**config.mk**
```make
export PLATFORM = sky130hd
export DESIGN_NAME = rhph_top
export DESIGN_NICKNAME = d
export VERILOG_FILES = /design/src/hw/rhph_sync2.v /design/src/hw/rhph_top.v
export VERILOG_INCLUDE_DIRS = /design/src /design/src/hw
export SDC_FILE = /design/constraint.sdc
export NUM_CORES = 1
export LEC_CHECK = 0
export ABC_AREA = 1
export BUFFER_PORTS_ARGS = -buffer_cell sky130_fd_sc_hd__buf_2
export CORE_MARGIN = 8
export CORE_UTILIZATION = 55
export CTS_CLUSTER_SIZE = 30
export DETAILED_ROUTE_END_ITERATION = 16
export HOLD_SLACK_MARGIN = 0.05
export PLACE_DENSITY = 0.76
export REMOVE_ABC_BUFFERS = 1
export SLEW_MARGIN = 20
export SYNTH_ARGS = -nofsm -noshare
export SYNTH_HDL_FRONTEND = slang
export SYNTH_SLANG_ARGS = --single-unit
```
**constraint.sdc**
```tcl
create_clock -name clock_i -period 1.9 [get_ports clock_i]
set_input_delay 0 -clock clock_i [delete_from_list [all_inputs] [get_ports clock_i]]
set_output_delay 0 -clock clock_i [all_outputs]
set_load 0.05 [all_outputs]
```
**src/hw/rhph_defs.vh**
```
// Constants for the radio host power handshake block.
//
// Function
// - Asserted host wake input brings the radio out of sleep or keeps it awake.
// - Deasserted host wake input allows sleep only once sleep criteria hold.
// - Software selects active level of both wake signals, high or low.
// - Radio asserts its host wake output when it needs host attention.
// - Reference clock request goes high when radio or WLAN core needs it.
// - Wake handshake works only in UART transport mode and when enabled.
// - Power actions come from software registers and from baseband packet logic.
// - Separate power-downs drive transmit path, receive path, PLL and amplifier.
// - Packet logic turns the front end on and off within each packet.
// - Sniff, hold and park run on slow oscillator and wake after interval.
// - During shutdown every pin except the bus slave outputs keeps the state it had on entry.
// - Leaving shutdown behaves like cold power-up, keeping no prior state.
// - Broadcast receiver subsystem is either fully on or fully off.
// - Command controller drives standby, connection, page, scans, inquiry and sniff.
// - Test transmit sends carrier, or modulated 8-bit pattern or PRBS-9 payload.
// - Constant receive test routes demodulated bits to an output pin.
`ifndef RHPH_DEFS_VH
`define RHPH_DEFS_VH

// ****************************************************************
// Register offsets (byte addresses).
// ****************************************************************
`define RHPH_OFS_CTRL    5'h00
`define RHPH_OFS_PWRDN   5'h04
`define RHPH_OFS_LINK    5'h08
`define RHPH_OFS_TEST    5'h0C
`define RHPH_OFS_SLEEP   5'h10
`define RHPH_OFS_STATUS  5'h14

// ****************************************************************
// Control register fields.
// ****************************************************************
`define RHPH_CTRL_HS_EN    0
`define RHPH_CTRL_UART     1
`define RHPH_CTRL_DEV_POL  2
`define RHPH_CTRL_HOST_POL 3
`define RHPH_CTRL_SLEEP_EN 4
`define RHPH_CTRL_FM_ON    5
`define RHPH_CTRL_SHUTDN   6
`define RHPH_CTRL_RESET    7'h00
`define RHPH_SLEEP_RESET   16'h0020
`define RHPH_PAT_RESET     8'hA5

// ****************************************************************
// Link control states, also used as command codes.
// ****************************************************************
`define RHPH_LC_STANDBY  4'h0
`define RHPH_LC_PAGE     4'h1
`define RHPH_LC_PSCAN    4'h2
`define RHPH_LC_INQ      4'h3
`define RHPH_LC_ISCAN    4'h4
`define RHPH_LC_CONN     4'h5
`define RHPH_LC_SNIFF    4'h6
`define RHPH_LC_HOLD     4'h7
`define RHPH_LC_PARK     4'h8

// ****************************************************************
// Test modes.
// ****************************************************************
`define RHPH_TM_OFF      2'h0
`define RHPH_TM_CARRIER  2'h1
`define RHPH_TM_TX_PAT   2'h2
`define RHPH_TM_RX_BER   2'h3
`define RHPH_PRBS_SEED   9'h1FF

// ****************************************************************
// Timing.
// ****************************************************************
`define RHPH_CLK_MHZ       20
`define RHPH_TEST_BIT_NS   1000
`define RHPH_AWAKE_MIN_NS  10000
`define RHPH_TEST_BIT_CYC  ((`RHPH_TEST_BIT_NS * `RHPH_CLK_MHZ) / 1000)
`define RHPH_AWAKE_MIN_CYC ((`RHPH_AWAKE_MIN_NS * `RHPH_CLK_MHZ) / 1000)

`endif

```
**src/hw/rhph_sync2.v**
```verilog
// Two-stage synchroniser for pin inputs.
`timescale 1ns/1ps
`default_nettype none
module rhph_sync2 #(
   parameter W = 1
) (
   // Clock and reset.
   input  wire         clock_i,
   input  wire         rst_n_i,
   // Asynchronous input and synchronised output.
   input  wire [W-1:0] d_i,
   output reg  [W-1:0] q_o
);
   reg [W-1:0] meta;

   always @(posedge clock_i) begin
      if (!rst_n_i) begin
         meta <= {W{1'b0}};
         q_o  <= {W{1'b0}};
      end else begin
         meta <= d_i;
         q_o  <= meta;
      end
   end
endmodule
`default_nettype wire

```
**src/hw/rhph_top.v**
```verilog
// Power handshake, sleep, link control and test sequencing for the radio core.
`timescale 1ns/1ps
`default_nettype none
`include "rhph_defs.vh"
module rhph_top #(
   parameter TEST_BIT_CYC  = `RHPH_TEST_BIT_CYC,
   parameter AWAKE_MIN_CYC = `RHPH_AWAKE_MIN_CYC
) (
   // Clock and reset.
   input  wire        clock_i,
   input  wire        rst_n_i,
   // Avalon-MM slave.
   input  wire [4:0]  avs_address_i,
   input  wire        avs_read_i,
   input  wire        avs_write_i,
   input  wire [31:0] avs_writedata_i,
   output reg  [31:0] avs_readdata_o,
   output wire        avs_waitrequest_o,
   // Host handshake pins.
   input  wire        host_to_radio_wake_i,
   output reg         radio_to_host_wake_o,
   output reg         radio_ref_clock_request_pin_o,
   output reg         wlan_ref_clock_request_pin_o,
   // Slow oscillator pin.
   input  wire        low_power_oscillator_input_i,
   output reg         lpo_clock_select_o,
   // Baseband core and WLAN core.
   input  wire        pkt_tx_active_i,
   input  wire        pkt_rx_active_i,
   input  wire        host_traffic_pending_i,
   input  wire        wlan_clock_need_i,
   input  wire        rx_demod_bit_i,
   // Front end power-downs.
   output reg         tx_pd_o,
   output reg         rx_pd_o,
   output reg         pll_pd_o,
   output reg         pa_pd_o,
   // Test, broadcast receiver and shutdown.
   output reg         test_tx_bit_o,
   output reg         test_tx_mod_en_o,
   output reg         test_io_o,
   output reg         fm_power_on_o,
   output reg         shutdown_o
);
   // Power manager states.
   localparam PM_AWAKE = 2'h0;
   localparam PM_SLEEP = 2'h1;
   localparam PM_SHUT  = 2'h2;

   // ****************************************************************
   // Pin synchronisers.
   // ****************************************************************
   wire dev_sync;
   wire lpo_sync;
   reg  lpo_dly;

   rhph_sync2 #(.W(1)) u_dev_sync (
      .clock_i (clock_i),
      .rst_n_i (rst_n_i),
      .d_i     (host_to_radio_wake_i),
      .q_o     (dev_sync)
   );

   rhph_sync2 #(.W(1)) u_lpo_sync (
      .clock_i (clock_i),
      .rst_n_i (rst_n_i),
      .d_i     (low_power_oscillator_input_i),
      .q_o     (lpo_sync)
   );

   // ****************************************************************
   // Registers and state.
   // ****************************************************************
   reg  [6:0]  ctrl;
   reg  [3:0]  pwrdn;
   reg  [3:0]  lc_state;
   reg         lc_err;
   reg  [1:0]  test_mode;
   reg         test_prbs;
   reg  [7:0]  test_pat;
   reg  [15:0] sleep_ivl;
   reg  [1:0]  pm_state;
   reg  [15:0] lpo_cnt;
   reg  [15:0] awake_cnt;
   reg         ack;
   reg  [31:0] rd_mux;
   reg         lc_legal;

   wire acc      = avs_read_i | avs_write_i;
   wire wr_fire  = avs_write_i & ack;
   wire running  = (pm_state != PM_SHUT);
   wire awake    = (pm_state == PM_AWAKE);
   wire lpo_tick = lpo_sync & ~lpo_dly;
   wire [3:0] lc_cmd = avs_writedata_i[3:0];

   wire hs_on        = ctrl[`RHPH_CTRL_HS_EN] & ctrl[`RHPH_CTRL_UART];
   wire dev_wake_act = hs_on & (dev_sync ^ ctrl[`RHPH_CTRL_DEV_POL]);
   wire host_wk_act  = hs_on & host_traffic_pending_i;
   wire lp_conn      = (lc_state == `RHPH_LC_SNIFF) | (lc_state == `RHPH_LC_HOLD) |
                       (lc_state == `RHPH_LC_PARK);
   // The radio asks for the reference clock while awake.
   wire ref_req      = awake | wlan_clock_need_i;

   wire tx_need = (awake & pkt_tx_active_i) |
                  (test_mode == `RHPH_TM_CARRIER) | (test_mode == `RHPH_TM_TX_PAT);
   wire rx_need = (awake & pkt_rx_active_i) | (test_mode == `RHPH_TM_RX_BER);

   // Sleep needs quiet wake sources and the awake minimum spent.
   wire sleep_ok = ~dev_wake_act & ~host_traffic_pending_i &
                   ~pkt_tx_active_i & ~pkt_rx_active_i &
                   (test_mode == `RHPH_TM_OFF) & (awake_cnt == 16'h0000) &
                   (lp_conn | (ctrl[`RHPH_CTRL_SLEEP_EN] & (lc_state == `RHPH_LC_STANDBY)));

   // ****************************************************************
   // Bus slave: one wait cycle, then the answer.
   // ****************************************************************
   // A request is answered in the cycle after it rises.
   assign avs_waitrequest_o = acc & ~ack;

   always @* begin
      rd_mux = 32'h0000_0000;
      case (avs_address_i & 5'h1C)
         `RHPH_OFS_CTRL: begin
            rd_mux[6:0] = ctrl;
         end
         `RHPH_OFS_PWRDN: begin
            rd_mux[3:0] = pwrdn;
         end
         `RHPH_OFS_LINK: begin
            rd_mux[4:0] = {lc_err, lc_state};
         end
         `RHPH_OFS_TEST: begin
            rd_mux[15:0] = {test_pat, 5'h00, test_prbs, test_mode};
         end
         `RHPH_OFS_SLEEP: begin
            rd_mux[15:0] = sleep_ivl;
         end
         `RHPH_OFS_STATUS: begin
            rd_mux[13:0] = {pa_pd_o, pll_pd_o, rx_pd_o, tx_pd_o, lc_err, lc_state,
                            ref_req, host_wk_act, dev_wake_act, pm_state};
         end
         default: begin
            rd_mux = 32'h0000_0000;
         end
      endcase
   end

   // An illegal command keeps the state and sets the error flag.
   always @* begin
      case (lc_cmd)
         `RHPH_LC_STANDBY: lc_legal = 1'b1;
         `RHPH_LC_PAGE,
         `RHPH_LC_PSCAN,
         `RHPH_LC_INQ,
         `RHPH_LC_ISCAN:   lc_legal = (lc_state == `RHPH_LC_STANDBY);
         `RHPH_LC_CONN:    lc_legal = (lc_state == `RHPH_LC_PAGE) |
                                      (lc_state == `RHPH_LC_PSCAN) | lp_conn;
         `RHPH_LC_SNIFF,
         `RHPH_LC_HOLD,
         `RHPH_LC_PARK:    lc_legal = (lc_state == `RHPH_LC_CONN);
         default:          lc_legal = 1'b0;
      endcase
   end

   always @(posedge clock_i) begin
      if (!rst_n_i) begin
         ack            <= 1'b0;
         avs_readdata_o <= 32'h0000_0000;
      end else begin
         ack <= acc & ~ack;
         if (avs_read_i & ~ack) begin
            avs_readdata_o <= rd_mux;
         end
      end
   end

   // ****************************************************************
   // Register writes and link control commands.
   // ****************************************************************
   wire wr_sel_ctrl  = wr_fire & ((avs_address_i & 5'h1C) == `RHPH_OFS_CTRL);
   wire wr_sel_pwrdn = wr_fire & ((avs_address_i & 5'h1C) == `RHPH_OFS_PWRDN);
   wire wr_sel_link  = wr_fire & ((avs_address_i & 5'h1C) == `RHPH_OFS_LINK);
   wire wr_sel_test  = wr_fire & ((avs_address_i & 5'h1C) == `RHPH_OFS_TEST);
   wire wr_sel_sleep = wr_fire & ((avs_address_i & 5'h1C) == `RHPH_OFS_SLEEP);

   // Registers freeze in shutdown and only reset clears them.
   always @(posedge clock_i) begin
      if (!rst_n_i) begin
         ctrl      <= `RHPH_CTRL_RESET;
         pwrdn     <= 4'h0;
         lc_state  <= `RHPH_LC_STANDBY;
         lc_err    <= 1'b0;
         test_mode <= `RHPH_TM_OFF;
         test_prbs <= 1'b0;
         test_pat  <= `RHPH_PAT_RESET;
         sleep_ivl <= `RHPH_SLEEP_RESET;
      end else if (running) begin
         if (wr_sel_ctrl) begin
            ctrl <= avs_writedata_i[6:0];
         end
         if (wr_sel_pwrdn) begin
            pwrdn <= avs_writedata_i[3:0];
         end

         if (wr_sel_link) begin
            lc_err <= ~lc_legal;
            if (lc_legal) begin
               lc_state <= lc_cmd;
            end
         end
         if (wr_sel_test) begin
            test_mode <= avs_writedata_i[1:0];
            test_prbs <= avs_writedata_i[2];
            test_pat  <= avs_writedata_i[15:8];
         end
         if (wr_sel_sleep) begin
            sleep_ivl <= avs_writedata_i[15:0];
         end
      end
   end

   // ****************************************************************
   // Sleep sequencer.
   // ****************************************************************
   always @(posedge clock_i) begin
      if (!rst_n_i) begin
         pm_state  <= PM_AWAKE;
         lpo_cnt   <= 16'h0000;
         awake_cnt <= AWAKE_MIN_CYC[15:0];
         lpo_dly   <= 1'b0;
      end else begin
         lpo_dly <= lpo_sync;
         case (pm_state)
            PM_AWAKE: begin
               if (awake_cnt != 16'h0000) begin
                  awake_cnt <= awake_cnt - 16'h0001;
               end
               if (ctrl[`RHPH_CTRL_SHUTDN]) begin
                  pm_state <= PM_SHUT;
               end else if (sleep_ok) begin
                  pm_state <= PM_SLEEP;
                  lpo_cnt  <= sleep_ivl;
               end
            end

            PM_SLEEP: begin
               // A host request wins over the wake timer.
               if (dev_wake_act | host_traffic_pending_i) begin
                  pm_state  <= PM_AWAKE;
                  awake_cnt <= AWAKE_MIN_CYC[15:0];
               end else if (lpo_tick) begin
                  if (lpo_cnt <= 16'h0001) begin
                     pm_state  <= PM_AWAKE;
                     awake_cnt <= AWAKE_MIN_CYC[15:0];
                  end else begin
                     lpo_cnt <= lpo_cnt - 16'h0001;
                  end
               end
            end

            PM_SHUT: begin
               // Only reset leaves shutdown.
               pm_state <= PM_SHUT;
            end

            default: begin
               pm_state <= PM_AWAKE;
            end
         endcase
      end
   end

   // ****************************************************************
   // Pin outputs, frozen while shut down.
   // ****************************************************************
   // Frozen pins keep the block from loading the host in shutdown.
   always @(posedge clock_i) begin
      if (!rst_n_i) begin
         radio_to_host_wake_o          <= 1'b0;
         radio_ref_clock_request_pin_o <= 1'b0;
         wlan_ref_clock_request_pin_o  <= 1'b0;
         lpo_clock_select_o            <= 1'b0;
         tx_pd_o                       <= 1'b1;
         rx_pd_o                       <= 1'b1;
         pll_pd_o                      <= 1'b1;
         pa_pd_o                       <= 1'b1;
         fm_power_on_o                 <= 1'b0;
         shutdown_o                    <= 1'b0;
      end else if (running) begin
         radio_to_host_wake_o          <= host_wk_act ^ ctrl[`RHPH_CTRL_HOST_POL];
         radio_ref_clock_request_pin_o <= ref_req;
         wlan_ref_clock_request_pin_o  <= ref_req;
         lpo_clock_select_o            <= (pm_state == PM_SLEEP);
         tx_pd_o                       <= ~tx_need | pwrdn[0];
         rx_pd_o                       <= ~rx_need | pwrdn[1];
         pll_pd_o                      <= ~(tx_need | rx_need) | pwrdn[2];
         pa_pd_o                       <= ~tx_need | pwrdn[3];
         fm_power_on_o                 <= ctrl[`RHPH_CTRL_FM_ON];
         shutdown_o                    <= ctrl[`RHPH_CTRL_SHUTDN] & awake;
      end
   end

   // ****************************************************************
   // Test transmit and receive.
   // ****************************************************************
   // A test register write restarts the bit timer and both generators.
   reg [15:0] bit_cnt;
   reg [8:0]  prbs;
   reg [7:0]  pat_sh;
   wire       bit_en = (bit_cnt == 16'h0000);

   always @(posedge clock_i) begin
      if (!rst_n_i) begin
         bit_cnt          <= 16'h0000;
         prbs             <= `RHPH_PRBS_SEED;
         pat_sh           <= `RHPH_PAT_RESET;
         test_tx_bit_o    <= 1'b0;
         test_tx_mod_en_o <= 1'b0;
         test_io_o        <= 1'b0;
      end else if (running) begin
         if (wr_sel_test) begin
            bit_cnt <= 16'h0000;
            prbs    <= `RHPH_PRBS_SEED;
            pat_sh  <= avs_writedata_i[15:8];
         end else if (bit_en) begin
            bit_cnt <= TEST_BIT_CYC[15:0] - 16'h0001;
            prbs    <= {prbs[7:0], prbs[8] ^ prbs[4]};
            pat_sh  <= {pat_sh[6:0], pat_sh[7]};
         end else begin
            bit_cnt <= bit_cnt - 16'h0001;
         end

         test_tx_mod_en_o <= (test_mode == `RHPH_TM_TX_PAT);
         if (test_mode == `RHPH_TM_TX_PAT) begin
            test_tx_bit_o <= test_prbs ? prbs[8] : pat_sh[7];
         end else begin
            test_tx_bit_o <= 1'b0;
         end

         test_io_o <= (test_mode == `RHPH_TM_RX_BER) & rx_demod_bit_i;
      end
   end
endmodule
`default_nettype wire

```
# Yosys cells after proc, flatten, opt, wreduce, memory -nomap -nowiden
# Cells that the tools add are included.
[totals]
ff_bits = 144
word_cells = 176
output_inout_bits = 46
input_bits = 48
[op_classes]
magnitude_cmp = 1
n_bitwise = 52
add_sub_neg = 3
n_reduce_logical = 22
n_mux = 31
eq_ne = 34
[op_table]
columns = ["operator", "n"]
rows = [
  ["$mux W16", 11],
  ["$pmux W16 S2", 2],
  ["$sub A16 B1 Y16 const B", 3],
  ["$logic_not A16 Y1", 2],
  ["$eq A4 B3 Y1 const B", 7],
  ["$pmux W4 S6", 1],
  ["$and A1 B1 Y1", 23],
  ["$pmux W7 S3", 1],
  ["$mux W9", 2],
  ["$le A16 B1 Y1 const B", 1],
  ["$mux W8", 2],
  ["$or A1 B1 Y1", 16],
  ["$reduce_bool A16 Y1", 1],
  ["$eq A4 B2 Y1 const B", 3],
  ["$pmux W2 S3", 2],
  ["$reduce_and A2 Y1", 6],
  ["$mux W2", 5],
  ["$ne A2 B2 Y1 const B", 5],
  ["$not A1 Y1", 10],
  ["$eq A4 B1 Y1 const B", 2],
  ["$eq A4 B4 Y1 const B", 2],
  ["$logic_not A4 Y1", 2],
  ["$pmux W1 S4", 2],
  ["$eq A2 B2 Y1 const B", 3],
  ["18 further kinds", 29],
]

# Depth between registers and ports, before layout
# Gate-level depths: netlist (run 1).
[depth]
word_depth = 12
mapped_depth = 12
mapped_depth_nobuf = 11

# Modules after synthesis
# From an unflattened synthesis (run 1), not the netlist that was laid out.
[unflattened]
hier_cells = 1059
area_unflattened_um2 = 7307.0
[modules_own_cells]
columns = ["module", "seq_area_each_um2", "area_each_um2", "cells_per_inst", "n_inst"]
rows = [
  ["rhph_top", 2802.7, 7196.9, 1047, 1],
  ["rhph_sync2", 40.0, 55.1, 6, 2],
]

# Worst setup path after synthesis (run 1)
# OpenSTA, ideal clock, no wires.
[synth_timing]
kind = "flip-flop to flip-flop"
from = "register awake_cnt[0]"
to = "register lpo_cnt[10]"
setup_ps = 128
synth_period_minus_slack_ps = 1477
path_buffers = 1
slack_ps = 423
arrival_time_ps = 1349
path_stages_with_launch = 13
t_required_ps = 1772
cell_sequence = "dfxtp_1 > inv_1 > ha_1 > nand2_1 > nor2_1 > nand2_1 > nor2_1 > nand3_2 > nand2_4 > buf_6 > nand2_1 > nand2_1 > nor2_1"
[synth_between]
elab_chain_cells = 5
[synth_rtl]
columns = ["item", "line_no", "source"]
rows = [
  ["start, declared", "rhph_top.v:84", "reg [15:0] awake_cnt;"],
  ["start signal, assigned", "rhph_top.v:229", "awake_cnt <= AWAKE_MIN_CYC[15:0];"],
  ["start signal, assigned", "rhph_top.v:236", "awake_cnt <= awake_cnt - 16'h0001;"],
  ["start signal, assigned", "rhph_top.v:250", "awake_cnt <= AWAKE_MIN_CYC[15:0];"],
  ["$logic_not A16 Y1", "rhph_top.v:111", "(test_mode == `RHPH_TM_OFF) & (awake_cnt == 16'h0000) &"],
  ["$and A1 B1 Y1 (2 in a row)", "rhph_top.v:109", "wire sleep_ok = ~dev_wake_act & ~host_traffic_pending_i &"],
  ["$ne A2 B1 Y1 (no line)", "--", ""],
  ["$reduce_and A6 Y1 (no line)", "--", ""],
  ["end signal, assigned", "rhph_top.v:242", "lpo_cnt <= sleep_ivl;"],
  ["end signal, assigned", "rhph_top.v:256", "lpo_cnt <= lpo_cnt - 16'h0001;"],
  ["end, declared", "rhph_top.v:83", "reg [15:0] lpo_cnt;"],
]
# Every way passes these cells.
# A chain may end at the register's enable or synchronous reset.

# Worst setup path after layout (run 1)
[layout_timing]
from = "register pm_state[0]"
to = "register ctrl[2]"
[layout_between]
elab_chain_cells = 2
[layout_rtl]
columns = ["item", "line_no", "source"]
rows = [
  ["start, declared", "rhph_top.v:82", "reg [1:0] pm_state;"],
  ["start signal, assigned", "rhph_top.v:227", "pm_state <= PM_AWAKE;"],
  ["start signal, assigned", "rhph_top.v:239", "pm_state <= PM_SHUT;"],
  ["start signal, assigned", "rhph_top.v:241", "pm_state <= PM_SLEEP;"],
  ["$ne A2 B2 Y1", "rhph_top.v:91", "wire running = (pm_state != PM_SHUT);"],
  ["$reduce_and A2 Y1 (no line)", "--", ""],
  ["end signal, assigned", "rhph_top.v:189", "ctrl <= `RHPH_CTRL_RESET;"],
  ["end signal, assigned", "rhph_top.v:199", "ctrl <= avs_writedata_i[6:0];"],
  ["end, declared", "rhph_top.v:74", "reg [6:0] ctrl;"],
]
# Every way passes these cells.

==> flow_metrics.py, run 1 <==
metrics = {
    "run_status": {
        "status": "finished, final reports clean",
    },
    "synth": {
        "synth_area_um2": 7480,
        "synth_edf_count": 0,
        "synth.area.mux_share_pct": 0.134,
        "synth_xor_xnor_area_share_pct": 2.11,
        "async_reset_ff_share_pct": 0,
        "synth_top_family_by_area": "simple AND/OR/NAND/NOR gates",
        "synthFlopType": "dfxtp_1",
        "synth.most_common_cell": "nand2_1",
        "seq_area_frac_synth_pct": 38.6,
        "synth_common_cells": "nand2_1 (310), nor2_1 (169), dfxtp_1 (144)",
        "synth_adder_area_share_pct": 1.00,
        "synth_area_leaders": "dfxtp_1 (39%), nand2_1 (16%), nor2_1 (8.5%)",
        "syn_avg_cell_area_um2": 6.64,
        "synth_top_area_share_pct": 38.6,
        "synth_compound_area_share_pct": 13.4,
        "yosysWarnings": 0,
        "synth_simple_gate_area_share_pct": 34.3,
        "synthCells": 1126,
        "synth_cell_types": 47,
        "ys_seq_elements": 144,
        "synth_top_cell_by_area": "dfxtp_1",
    },
    "global_routing": {
        "grt_pass1_vias": 6748,
        "antenna_found_initial": 0,
        "overflow": 0,
        "grt_max_degree": 85,
        "track_usage_pct": 22.9,
        "grt_pass1_wl_mm": 33.1,
    },
    "floorplanning": {
        "pin_count": 94,
        "num_rows": 42,
        "start_util_pct": 56.5,
        "placeableCoreArea_um2": 13200,
        "die_area_um2": 17600,
        "die_w_um": 133,
        "die_height_um": 133,
    },
    "worst_setup_path": {
        "arrival_ns": 2.07,
        "startpoint": "pm_state[0]",
        "reg2reg_setup_slack_ns": 0.19,
        "cp_cell_sequence": "nor2_4, inv_4, nand2_8, nor2_1, buf_4, o21ai_0, a21oi_1",
        "cp.required_ns": 2.26,
        "r2r_start": "pm_state[0]",
        "start_kind": "flop",
        "end_kind": "flop",
        "crit_path_max_fanout": 16,
        "cpPeakStageDelay_ns": 0.47,
        "worstSetupPathType": "reg2reg",
        "path_buf_inv": 2,
        "r2r-end": "ctrl[2]",
        "reg2regPathDepth": 7,
        "cp_top_family": "simple AND/OR/NAND/NOR gates",
        "crit_cells": 7,
        "cp_slowest_cell": "dfxtp_1",
        "endpoint": "ctrl[2]",
    },
    "clock_network": {
        "cts_num_sinks": 144,
        "cts_made_buffers": 17,
        "h-tree-depth": 4,
        "cts_tree": "yes",
        "cts_buffer_depth": 2,
        "path_clk_slew_ns": 0.06,
        "cts_root_buffer": "clkbuf_16",
        "clk-insertion-delay-late_ns": 0.43,
        "cts_setup_buffers": 0,
    },
    "pwr": {
        "sequentialPowerShare_pct": 38.9,
        "pwr-share-clk_pct": 36.2,
        "power.switching_mw": 3.12,
        "combPwrFrac_pct": 24.9,
        "internal-power_mw": 6.32,
        "ir_drop_mv": 1.17,
        "power_density_nw_per_um2": 1080,
        "leakagePower_nw": 4.18,
        "p_sw_share_pct": 33.1,
    },
    "timing": {
        "hold_ws_ns": 0.0694,
        "fin_skew_ns": 0.00973,
        "drv_slew": 0,
        "worst_slew_pin_slew_ns": 0.588,
        "slew_headroom_pct": 60.7,
        "setup_violations": 0,
        "max_freq_mhz": 586,
        "fin_crit_ns": 1.71,
        "rsz0062_at_grt": "false",
        "hold_viol": 0,
        "period_share_pct": 89.7,
        "setup_tns_ns": 0,
    },
    "layout": {
        "layout.nets": 1266,
        "drive_above_1_share_pct": 11.7,
        "syn_to_final_growth_pct": 17.5,
        "diodes": 0,
        "final_util_pct": 66.3,
    },
    "route": {
        "drc": 0,
        "drtAntennaViolNets": 0,
        "routed-via-count": 7571,
        "drt_first_pass_iters": 5,
        "drt_wl_total_mm": 20.5,
        "drt-wirelength-per-cell_um": 14.6,
        "drt_iter0_markers": 845,
        "vias_per_cell": 5.40,
    },
    "placed_design": {
        "dpl.hpwl_mm": 14.2,
        "place_congestion": 0.915,
        "portBuffers": 59,
    },
    "worst_hold_path": {
        "min_path_type": "in2reg",
    },
    "run": {
        "cap_violations": 0,
    },
}
[per-layer routing]
layer / GRT usage, % / wire length (um) / vias up
li1: - / - / 3753
met5: 0 / 0 / -
met2: 36.1 / 9260 / 314
met3: 4.54 / 1560 / 37
met1: 30.2 / 9260 / 3467
met4: 8.58 / 418 / 0
[cell type report]
class	instances	area [um2]
clock buffer	21	480
clock inverter	11	128
fill	1202	4460
inverter	123	477
multi-input combinational	822	3880
sequential	144	2880
tap	176	220
timing repair buffer	104	712
[cell usage in the layout (no fill, tap or decap), types with 3 or more instances in the layout]
cell           instances
nand2_4                3
a21oi_1               84
o21ai_0               63
xor2_1                13
ha_1                   6
nand4_1                8
xnor2_1                5
o221ai_1               8
nor2_2                 3
buf_4                 18
nand2_1              310
o211ai_1               9
inv_2                  6
inv_6                  5
nor3_1                 5
nor2_4                 3
conb_1                16
inv_1                111
clkinvlp_4             3
buf_2                 59
dfxtp_1              144
nor2_8                 3
o22ai_1                8
nand3b_1               5
nand3_1               79
nor2_1               168
clkbuf_8               4
clkbuf_16             17
dlygate4sd3_1         25
[worst reg2reg max path: cells and delay by family (launching register included)]
kind | cells | cell delay, ns
flip-flops | 1 | 0.47
AO/OA/AOI/OAI | 2 | 0.21
AND/OR/NAND/NOR | 3 | 0.54
buffers and inverters | 2 | 0.41
[registers in the layout, indices dropped and copies added, names as in the netlist, 2 cells and up]
| register | cells |
|---|---|
| avs_readdata_o | 16 |
| pat_sh | 8 |
| lpo_cnt | 16 |
| lc_state | 4 |
| bit_cnt | 16 |
| pwrdn | 4 |
| sleep_ivl | 16 |
| awake_cnt | 16 |
| ctrl | 7 |
| test_pat | 8 |
| pm_state | 2 |
| test_mode | 2 |
| prbs | 9 |
[timing repair]
item	4_1_cts	5_1_grt
endpoints found under the setup margin	0	14
hold buffers	25	0
gates resized for setup	0	4
hold endpoints to repair	59	0
[power groups by stage]
stage / Sequential [mW] / Clock, mW / Combinational [mW]
global route: 3.71 / 3.56 / 2.64
finish: 3.67 / 3.42 / 2.35
global placement: 3.71 / 0 / 2.22
CTS: 3.67 / 3.43 / 2.34
floorplan: 3.74 / 0 / 1.73
detailed placement: 3.72 / 0 / 2.27
[worst min path at each step]
stage	from	end	slack [ns]	cells after the start
after floorplan	rst_n_i	tx_pd_o	0.07	1
after global placement	low_power_oscillator_input_i	u_lpo_sync.meta	0.19	3
after detailed placement	host_to_radio_wake_i	u_dev_sync.meta	0.19	3
after CTS	pkt_tx_active_i	tx_pd_o	0.06	6
after global routing	avs_address_i[4]	avs_readdata_o[2]	0.09	4
final	avs_address_i[4]	avs_readdata_o[2]	0.07	4
[metrics by stage]
step / std cells / area [um2] / power [mW] / worst slack [ns]
2_1_floorplan: 1089 / 7230 / 5.47 / 0.154
3_3_place_gp: 1344 / 7910 / 5.93 / 0.236
5_1_grt: 1401 / 8780 / 9.92 / 0.0227
3_5_place_dp: 1344 / 7910 / 5.99 / 0.181
4_1_cts: 1401 / 8770 / 9.43 / 0.136
6_report: 1401 / 8780 / 9.44 / 0.195
[cell families after synthesis]
kind of cell	after synthesis
AO/OA/AOI/OAI	181
buffers and inverters	175
flip-flops	144
AND/OR/NAND/NOR	600
other	1
multiplexers	1
adder cells (fa/ha/maj)	6
XOR/XNOR	18
Note: power is estimated with default switching activity, not from simulation.
==> inputs of run 2 (changes only) <==
Settings changed: BUFFER_PORTS_ARGS -buffer_cell sky130_fd_sc_hd__buf_2 to not set, DONT_BUFFER_PORTS set to 1, PLACE_DENSITY 0.76 to 0.7.
==> flow_metrics.py, run 2 (synthesis gave the netlist of run 1 again) <==
metrics = {
    "pwr": {
        "internal-power_mw": 6.64,
        "power.switching_mw": 3.02,
        "power_density_nw_per_um2": 1100,
        "leakagePower_nw": 4.07,
        "p_sw_share_pct": 31.3,
        "pwr-share-clk_pct": 38.4,
        "sequentialPowerShare_pct": 38.0,
        "combPwrFrac_pct": 23.7,
        "ir_drop_mv": 1.28,
    },
    "timing": {
        "period_share_pct": 90.4,
        "max_freq_mhz": 582,
        "hold_viol": 0,
        "drv_slew": 0,
        "final.setup.worst_slack_ns": 0.183,
        "fin_crit_ns": 1.72,
        "setup_violations": 0,
        "rsz0062_at_grt": "false",
        "fin_skew_ns": 0.00733,
        "worst_slew_pin_slew_ns": 0.563,
        "slew_headroom_pct": 62.4,
        "setup_tns_ns": 0,
    },
    "floorplanning": {
        "die_w_um": 133,
        "pin_count": 94,
        "num_rows": 42,
        "start_util_pct": 56.5,
        "die_height_um": 133,
        "placeableCoreArea_um2": 13200,
        "die_area_um2": 17600,
    },
    "worst_setup_path": {
        "arrival_ns": 2.03,
        "cp.required_ns": 2.21,
        "crit_path_max_fanout": 4,
        "start_kind": "flop",
        "end_kind": "flop",
        "cp_top_family": "buffers and inverters",
        "cp_cell_sequence": "inv_2, nand2_2, o22ai_2, nand3_1, o21ai_0, nand2_1, dlygate4sd3_1",
        "cp_slowest_cell": "dlygate4sd3_1",
        "path_buf_inv": 2,
        "cpPeakStageDelay_ns": 0.56,
        "worstSetupPathType": "reg2reg",
    },
    "layout": {
        "final_common_cell": "nand2_1",
        "final_util_pct": 66.1,
        "fill_cells": 1205,
        "multi_input_area_um2": 3900,
        "stdcell_area_um2": 8750,
        "mostFrequentLayoutCells": "nand2_1 (310), nor2_1 (168), dfxtp_1 (144)",
        "regArea_um2": 2880,
        "syn_to_final_growth_pct": 17.0,
        "drive_above_1_share_pct": 8.42,
        "layout.nets": 1228,
    },
    "route": {
        "drt_iter0_markers": 631,
        "drt_first_pass_iters": 6,
        "drtAntennaViolNets": 0,
        "drt-wirelength-per-cell_um": 14.8,
        "drt_wl_total_mm": 20.2,
        "vias_per_cell": 5.28,
        "routed-via-count": 7214,
        "drc": 0,
    },
    "placed_design": {
        "pre_cts_ws_ns": 0.148,
        "dpl_cell_area_um2": 7710,
        "dpl.hpwl_mm": 13.9,
        "place_congestion": 0.896,
        "portBuffers": 0,
    },
    "global_routing": {
        "grt_max_degree": 86,
        "track_usage_pct": 23.3,
        "overflow": 0,
        "grt_pass1_vias": 6709,
        "grt_pass1_wl_mm": 33.5,
        "antenna_found_initial": 2,
    },
    "clock_network": {
        "cts_root_buffer": "clkbuf_16",
        "path_clk_slew_ns": 0.06,
        "cts_buffer_depth": 2,
        "h-tree-depth": 4,
        "cts_made_buffers": 17,
        "cts_tree": "yes",
        "cts_num_sinks": 144,
        "clk-insertion-delay-late_ns": 0.42,
    },
    "worst_hold_path": {
        "min_path_type": "in2reg",
    },
    "run": {
        "cap_violations": 0,
    },
    "run_status": {
        "status": "finished, final reports clean",
    },
}
run 2: changes by cell type in the layout (fill, tap and decap cells not counted), moves of 2 or more:
cell	delta
buf_2	-59
buf_4	+16
dlygate4sd3_1	+5
clkinvlp_4	-3
diode_2	+3
bufinv_16	+2
clkbuf_8	+2
inv_6	-2
run 2: area by class of cell:
| type | count | share of cell area [%] |
|---|---|---|
| Timing Repair Buffer | 66 | 6.89 |
| Multi-Input combinational cell | 822 | 44.6 |
| Sequential cell | 144 | 33.0 |
| Inverter | 123 | 5.45 |
| Tap cell | 176 | 2.52 |
| Antenna cell | 3 | 0.0858 |
| Clock inverter | 8 | 1.69 |
| Clock buffer | 24 | 5.85 |
run 2: metal layers:
| layer | up-vias | GRT usage (%) | routed length [um] |
|---|---|---|---|
| li1 | 3670 | - | - |
| met1 | 3261 | 31.0 | 9230 |
| met2 | 250 | 35.5 | 9060 |
| met3 | 33 | 5.79 | 1570 |
| met4 | 0 | 8.64 | 378 |
| met5 | - | 0 | 0 |
run 2: power groups by stage:
stage	Clock, mW	Sequential (mW)	Combinational, mW
global route	3.85	3.72	2.66
global placement	0	3.72	2.15
finish	3.71	3.67	2.29
CTS	3.72	3.67	2.29
floorplan	0	3.74	1.73
detailed placement	0	3.73	2.18
run 2: worst paths after layout:
kind               startpoint                  to  slack [ns]  cells past startpoint
max               pm_state[0]             tx_pd_o        0.18                      7
min          avs_address_i[2]  avs_readdata_o[13]        0.06                      6
max reg2reg       pm_state[0]             tx_pd_o        0.18                      7
min reg2reg   u_dev_sync.meta      u_dev_sync.q_o        0.41                      2
run 2: worst reg2reg max path, stage by stage (launching register included):
cell and delay [ns]:
dfxtp_1 0.37, inv_2 0.13, nand2_2 0.10, o22ai_2 0.18
nand3_1 0.11, o21ai_0 0.10, nand2_1 0.07, dlygate4sd3_1 0.56
run 2: repair_timing:
item | 4_1_cts | 5_1_grt
hold endpoints to repair | 114 | 0
gates resized for setup | 0 | 5
setup endpoints to repair | 0 | 10
hold buffers | 31 | 0
setup buffers | 0 | 1
run 2: stage by stage:
stage               power (mW)  instances  hold WS (ns)
floorplan                 5.47       1089        0.0691
global placement          5.87       1299        0.0830
detailed placement        5.91       1299        0.0841
CTS                       9.68       1362        0.0513
global route              10.2       1365        0.0869
finish                    9.66       1366        0.0646
==> inputs of run 3 (changes only) <==
Settings changed: ABC_AREA 1 to not set.
==> flow_metrics.py, run 3 <==
metrics = {
    "run_status": {
        "status": "complete, but fails checks",
        "violations": "negative setup slack",
    },
    "worst_setup_path": {
        "start_kind": "flop",
        "arrival_ns": 2.84,
        "crit_cells": 5,
        "reg2regPathDepth": 5,
        "startpoint": "awake_cnt[5]",
        "path_buf_inv": 0,
        "cp_cell_sequence": "or4_4, or4_4, or4_4, a22oi_2, o22ai_1",
        "cpMostUsedCell": "or4_4",
        "cpPeakStageDelay_ns": 0.65,
        "end_kind": "flop",
        "cp_slowest_cell": "or4_4",
        "r2r_start": "awake_cnt[5]",
        "worstSetupPathType": "reg2reg",
        "crit_path_max_fanout": 8,
        "cp.required_ns": 2.22,
        "cp_top_family": "simple AND/OR/NAND/NOR gates",
    },
    "floorplanning": {
        "pin_count": 94,
        "placeableCoreArea_um2": 13200,
        "num_rows": 42,
        "start_util_pct": 56.2,
        "die_w_um": 132,
        "die_area_um2": 17500,
        "die_height_um": 132,
    },
    "pwr": {
        "power.switching_mw": 2.99,
        "combPwrFrac_pct": 24.5,
        "leakagePower_nw": 3.87,
        "ir_drop_mv": 0.788,
        "sequentialPowerShare_pct": 39.3,
        "p_sw_share_pct": 31.8,
        "total_power_mw": 9.39,
        "internal-power_mw": 6.40,
        "pwr-share-clk_pct": 36.2,
        "power_density_nw_per_um2": 977,
    },
    "route": {
        "drtAntennaViolNets": 0,
        "drt-wirelength-per-cell_um": 19.5,
        "drt_iter0_markers": 813,
        "drt_wl_total_mm": 23.4,
        "vias_per_cell": 6.14,
        "drt_first_pass_iters": 7,
        "drc": 0,
        "routed-via-count": 7361,
    },
    "global_routing": {
        "grt_max_degree": 67,
        "overflow": 0,
        "grt_pass1_vias": 7139,
        "track_usage_pct": 25.7,
        "antenna_found_initial": 0,
        "grt_pass1_wl_mm": 37.1,
    },
    "placed_design": {
        "dpl.hpwl_mm": 15.1,
        "place_congestion": 0.914,
        "portBuffers": 0,
    },
    "synth": {
        "syn_avg_cell_area_um2": 8.41,
        "synth_cell_types": 76,
        "synth_top_area_share_pct": 38.8,
        "synth.most_common_cell": "dfxtp_1",
        "synth_common_cells": "dfxtp_1 (144), nor2_1 (113), nand2_1 (92)",
        "synth_area_um2": 7440,
        "synth_top_cell_by_area": "dfxtp_1",
        "ys_seq_elements": 144,
        "synthFlopType": "dfxtp_1",
        "synth_edf_count": 0,
        "yosysWarnings": 0,
        "synth_area_leaders": "dfxtp_1 (39%), mux2i_1 (8.5%), nor2_1 (5.7%)",
        "synthCells": 884,
        "async_reset_ff_share_pct": 0,
        "seq_area_frac_synth_pct": 38.8,
    },
    "layout": {
        "fill_cells": 986,
        "layout.nets": 1064,
        "mostFrequentLayoutCells": "dfxtp_1 (138), buf_4 (131), nor2_1 (109)",
        "syn_to_final_growth_pct": 29.2,
        "drive_above_1_share_pct": 25.9,
        "final_common_cell": "dfxtp_1",
        "diodes": 0,
    },
    "timing": {
        "worst_slew_pin_slew_ns": 0.749,
        "final.setup.worst_slack_ns": -0.626,
        "hold_viol": 0,
        "rsz0062_at_grt": "true",
        "setup_tns_ns": -14.73,
        "setup_violations": 37,
        "drv_slew": 0,
        "max_freq_mhz": 396,
        "fin_crit_ns": 2.53,
        "slew_headroom_pct": 49.9,
        "fin_skew_ns": 0.00670,
        "period_share_pct": 133,
    },
    "worst_hold_path": {
        "min_path_type": "in2reg",
        "whs_path_depth": 4,
        "hp-start": "avs_address_i[4]",
    },
    "clock_network": {
        "clk-insertion-delay-late_ns": 0.44,
        "cts_buffer_depth": 2,
        "cts_made_buffers": 17,
        "cts_root_buffer": "clkbuf_16",
        "cts_tree": "yes",
        "path_clk_slew_ns": 0.06,
        "cts_num_sinks": 144,
        "h-tree-depth": 4,
    },
    "run": {
        "cap_violations": 0,
    },
}
==> run 3: routing by layer <==
layer	vias to the layer above	global-route usage, %	part of all wire (%)
met4	0	11.6	3.4
met1	3505	30.8	41
met3	71	6.21	7.7
met5	-	0	0
met2	375	42.9	48
li1	3410	-	-
==> run 3: final timing paths <==
path / to / slack [ns]
max: lpo_cnt[11] / -0.63
min: avs_readdata_o[1] / 0.08
max reg2reg: lpo_cnt[11] / -0.63
min reg2reg: u_dev_sync.q_o / 0.45
==> run 3: final cells by class <==
class,instances,area (um2),share of cell area [%]
clock buffer,18,439,4.57
clock inverter,14,155,1.62
sequential,144,2890,30.1
tap,176,220,2.29
inverter,17,63.8,0.664
multi-input combinational,656,4360,45.4
timing repair buffer,174,1480,15.4
==> run 3: logic make-up after synthesis <==
group	Yosys count	synth area share, %
compound gates	208	19.9
xor+xnor	14	1.65
fa+ha+maj	6	1.01
buf+inv	100	7.05
flops	144	38.8
mux	68	9.39
other cells	1	0.0504
simple gates	343	22.2
==> run 3: timing repair <==
item,CTS,global route
hold endpoints to repair,123,0
setup endpoints to repair,67,71
hold buffers,31,0
gates cloned,1,1
pin swaps,25,7
setup buffers,4,5
gates resized for setup,35,30
==> run 3: power by group through the flow <==
stage | sequential (mW) | clock [mW] | combinational [mW]
2_1_floorplan | 3.71 | 0 | 1.23
3_3_place_gp | 3.66 | 0 | 1.78
3_5_place_dp | 3.68 | 0 | 1.84
4_1_cts | 3.63 | 3.40 | 2.05
5_1_grt | 3.72 | 3.56 | 2.50
6_report | 3.69 | 3.40 | 2.30
==> run 3: per-stage QoR <==
step	hold slack (ns)	worst slack, ns	instances	instance area, um2	util [%]
CTS	0.0558	-0.627	1193	9410	71.1
finish	0.0757	-0.626	1199	9610	72.5
floorplan	0.0619	-1.22	816	7030	-
global route	0.0718	-0.680	1199	9610	72.5
global placement	0.0794	-0.621	1125	8320	62.8
detailed placement	0.0840	-0.689	1125	8320	62.8
==> run 3: worst min-delay path, cell delays in order <==
cell and delay, ns:
nor2_1 0.02, a21oi_1 0.11, o221ai_1 0.17, o211a_1 0.16
